`config.mk`:
```
export PLATFORM = sky130hd
export DESIGN_NAME = group_match
export DESIGN_NICKNAME = d
export VERILOG_FILES = /design/src/design/group_match.sv
export SDC_FILE = /design/constraint.sdc
export NUM_CORES = 1
export LEC_CHECK = 0
export BUFFER_PORTS_ARGS = -buffer_cell sky130_fd_sc_hd__buf_4
export CAP_MARGIN = 20
export CORE_AREA = 8 8 45 47
export DETAILED_ROUTE_END_ITERATION = 8
export DIE_AREA = 0 0 53 55
export GPL_ROUTABILITY_DRIVEN = 0
export SYNTH_ARGS = -nofsm -noshare
export SYNTH_HDL_FRONTEND = slang
export SYNTH_SLANG_ARGS = --single-unit
```
`constraint.sdc`:
```
create_clock -name vclk -period 1.4
set_input_delay 0.21 -clock vclk [all_inputs]
set_output_delay 0.21 -clock vclk [all_outputs]
set_load 0.01 [all_outputs]
```
`src/design/group_match.sv`:
```
`timescale 1ns/1ps
`default_nettype none
// Per-input match of a four-wide group: enabled bits compared to required states
module group_match (
  input wire logic [3:0] enable,
  input wire logic [3:0] state,
  input wire logic [3:0] inputs,
  output logic any_enabled,
  output logic all_met,
  output logic any_met,
  output logic single_enabled
);
  logic [3:0] hit;

  always_comb begin
    // one means high, zero low
    hit = enable & ~(inputs ^ state);
    any_enabled = |enable;
    all_met = (hit == enable) && (|enable);
    any_met = |hit;
    single_enabled = (enable != 4'h0) && ((enable & (enable - 4'h1)) == 4'h0);
  end
endmodule
`default_nettype wire

```
==> flow_results.xml <==
<?xml version="1.0" encoding="UTF-8"?>
<metrics>
  <group name="critical_path">
    <metric name="critPathCaptureType" unit="">output pin</metric>
    <metric name="worst_path_max_delay_cell" unit="">or2_1</metric>
    <metric name="timing.setup.critical_path_class" unit="">in2out</metric>
    <metric name="cpLargestDelayFamily" unit="">buffers and inverters</metric>
    <metric name="critical_path_buf_inv_count" unit="">2</metric>
    <metric name="critical-path-top-cell-by-count" unit="">buf_4</metric>
    <metric name="crit_path_start_kind" unit="">input port</metric>
    <metric name="worstPathArrival" unit="ns">0.99</metric>
    <metric name="worst-endpoint-required" unit="ns">1.19</metric>
    <metric name="timing.critical_path.fanout_max" unit="">2</metric>
    <metric name="path_cells" unit="">buf_4, xor2_1, o22ai_1, or2_1, buf_4</metric>
    <metric name="largest_stage_delay_on_the_critical_path" unit="ns">0.23</metric>
  </group>
  <group name="synthesis">
    <metric name="mappedNetlistArea" unit="um^2">126.4</metric>
    <metric name="synth_area_leaders" unit="">xor2_1, o21ai_0, a22oi_1</metric>
    <metric name="synthDistinctLibCells" unit="">8</metric>
    <metric name="synth_largest_type_area_fraction" unit="%">34.65</metric>
    <metric name="synth_area_leader_cell" unit="">xor2_1</metric>
    <metric name="synth.net_count" unit="">32</metric>
    <metric name="post_synth_inst_count" unit="">20</metric>
    <metric name="synth_warnings" unit="">0</metric>
    <metric name="synth_sequential_area_ratio" unit="%">0</metric>
    <metric name="syn_area_per_cell" unit="um^2">6.319</metric>
  </group>
  <group name="cells_and_area">
    <metric name="mostFrequentLayoutCell" unit="">buf_4</metric>
    <metric name="area_of_combinational_cells_with_multiple_inputs" unit="um^2">111.4</metric>
    <metric name="layout_common_cells" unit="">buf_4, xor2_1, inv_1</metric>
    <metric name="fin_util" unit="%">19.26</metric>
    <metric name="layout-drive-gt1-share" unit="%">44.44</metric>
    <metric name="fillers" unit="">163</metric>
    <metric name="area_growth" unit="%">110.9</metric>
    <metric name="design.final.nets" unit="">50</metric>
    <metric name="clkbuf_count" unit="">0</metric>
    <metric name="n_antenna_cell" unit="">0</metric>
    <metric name="stdcell_area" unit="um^2">266.5</metric>
    <metric name="seq_cells" unit="">0</metric>
    <metric name="register_area" unit="um^2">0</metric>
  </group>
  <group name="sta">
    <metric name="min_period" unit="ns">1.200</metric>
    <metric name="max_slew_margin" unit="%">86.55</metric>
    <metric name="post-route-period-util" unit="%">85.71</metric>
    <metric name="finalHoldViolCount" unit="">0</metric>
    <metric name="setup-tns-final" unit="ns">0</metric>
    <metric name="worstMarginPinSlew" unit="ns">0.2010</metric>
    <metric name="maxSlewViolCount" unit="">0</metric>
    <metric name="setup_viol_count_final" unit="">0</metric>
    <metric name="fmax" unit="MHz">833.4</metric>
    <metric name="grt_setup_unrepaired" unit="">false</metric>
  </group>
  <group name="place">
    <metric name="placement.io_buffers" unit="">16</metric>
    <metric name="place.detailed.hpwl" unit="um">453.6</metric>
    <metric name="placedInstanceArea" unit="um^2">266.5</metric>
  </group>
  <group name="floorplan">
    <metric name="design.portCount" unit="">16</metric>
    <metric name="row_count" unit="">14</metric>
    <metric name="die_h" unit="um">55</metric>
    <metric name="fp.dieArea" unit="mm^2">0.002915</metric>
    <metric name="fp.coreArea" unit="mm^2">0.001384</metric>
    <metric name="floorplan.initialDensity" unit="%">9.132</metric>
    <metric name="die_w" unit="um">53</metric>
  </group>
  <group name="power_and_ir_drop">
    <metric name="ir_worst_vdd" unit="mV">0.07677</metric>
    <metric name="power_per_cell_area" unit="mW/mm^2">336.7</metric>
    <metric name="total_leakage_power" unit="uW">0.0001392</metric>
    <metric name="seq_power_share" unit="%">0</metric>
    <metric name="clock_power_share" unit="%">0</metric>
    <metric name="power_report.internal_total" unit="uW">52.22</metric>
    <metric name="sw_power" unit="uW">37.52</metric>
    <metric name="power.switching_fraction" unit="%">41.81</metric>
    <metric name="comb_power_share" unit="%">100.0</metric>
  </group>
  <group name="worst_hold_path">
    <metric name="timing.hold.worst.class" unit="">in2out</metric>
  </group>
  <group name="run">
    <metric name="timing.max_cap.violations" unit="">0</metric>
  </group>
  <group name="grt">
    <metric name="grt_antenna_before_repair" unit="">0</metric>
    <metric name="first_global_vias" unit="">211</metric>
    <metric name="maximum_number_of_pins_on_one_net_before_global_route_repair" unit="">5</metric>
    <metric name="grt_remaining_overflow" unit="">0</metric>
    <metric name="grt_pass1_wl" unit="um">807</metric>
    <metric name="groute.usage.overall" unit="%">3.324</metric>
  </group>
  <group name="routing">
    <metric name="routed_via_density" unit="">3.712</metric>
    <metric name="drtAntennaViolNets" unit="">0</metric>
    <metric name="initialDrtViolationCount" unit="">1</metric>
    <metric name="drcViolationCount" unit="">0</metric>
    <metric name="dr_total_vias" unit="">193</metric>
    <metric name="route.final.wire_length" unit="um">486</metric>
    <metric name="avgRoutedWirePerCell" unit="um">9.346</metric>
    <metric name="detail_route.first_pass.iterations" unit="">2</metric>
  </group>
  <group name="clock_tree">
    <metric name="cts.hold.buffers_added" unit="">0</metric>
    <metric name="ctsResizeCount" unit="">0</metric>
    <metric name="post_cts.repair.setup_buffers" unit="">0</metric>
  </group>
  <group name="status">
    <metric name="status" unit="">finished clean</metric>
  </group>
</metrics>
==> power groups by stage <==
stage / Clock [uW] / Sequential (uW) / Combinational (uW)
after floorplan: 0 / 0 / 37.9
after global placement: 0 / 0 / 90.3
after detailed placement: 0 / 0 / 91.0
after CTS: 0 / 0 / 91.0
after global routing: 0 / 0 / 101
final: 0 / 0 / 89.7
==> synthesized netlist by cell type (all sizes together) <==
cell type and number:
o22ai 2, xor2 5, nand4 2, inv 4, o21ai 3, a22oi 2, and3 1, or2 1
==> layer usage <==
metal | wire length [um] | vias up | track usage (%)
met1 | 197 | 80 | 3.620
li1 | - | 104 | -
met2 | 216 | 9 | 6.250
met4 | 0 | 0 | 0
met5 | 0 | - | 0
met3 | 72 | 0 | 1.337
==> final timing paths <==
| kind | from | to | cells after the start |
|---|---|---|---|
| hold / removal | enable[0] | single_enabled | 3 |
| setup / recovery | state[2] | any_met | 5 |
==> cell type report <==
type,count,share of cell area (%)
Multi-Input combinational cell,16,41.78
Timing Repair Buffer,16,45.07
Inverter,4,5.634
Tap cell,16,7.512
==> through the flow <==
step	worst slack (ns)	instances	power, uW	hold slack (ns)
after global placement	0.1816	52	90.35	0.7472
after global routing	0.1179	52	101.1	0.7767
after CTS	0.1803	52	91.02	0.7462
final	0.2001	52	89.74	0.7437
after detailed placement	0.1805	52	91.01	0.7494
after floorplan	0.4584	20	37.88	0.5500
==> kinds of logic after synthesis <==
family	after synthesis	synth area share (%)
XOR/XNOR	5	34.65
AND/OR/NAND/NOR	4	19.81
buffers and inverters	4	11.88
AO/OA/AOI/OAI	7	33.65
Power figures use the tool's default switching activity.
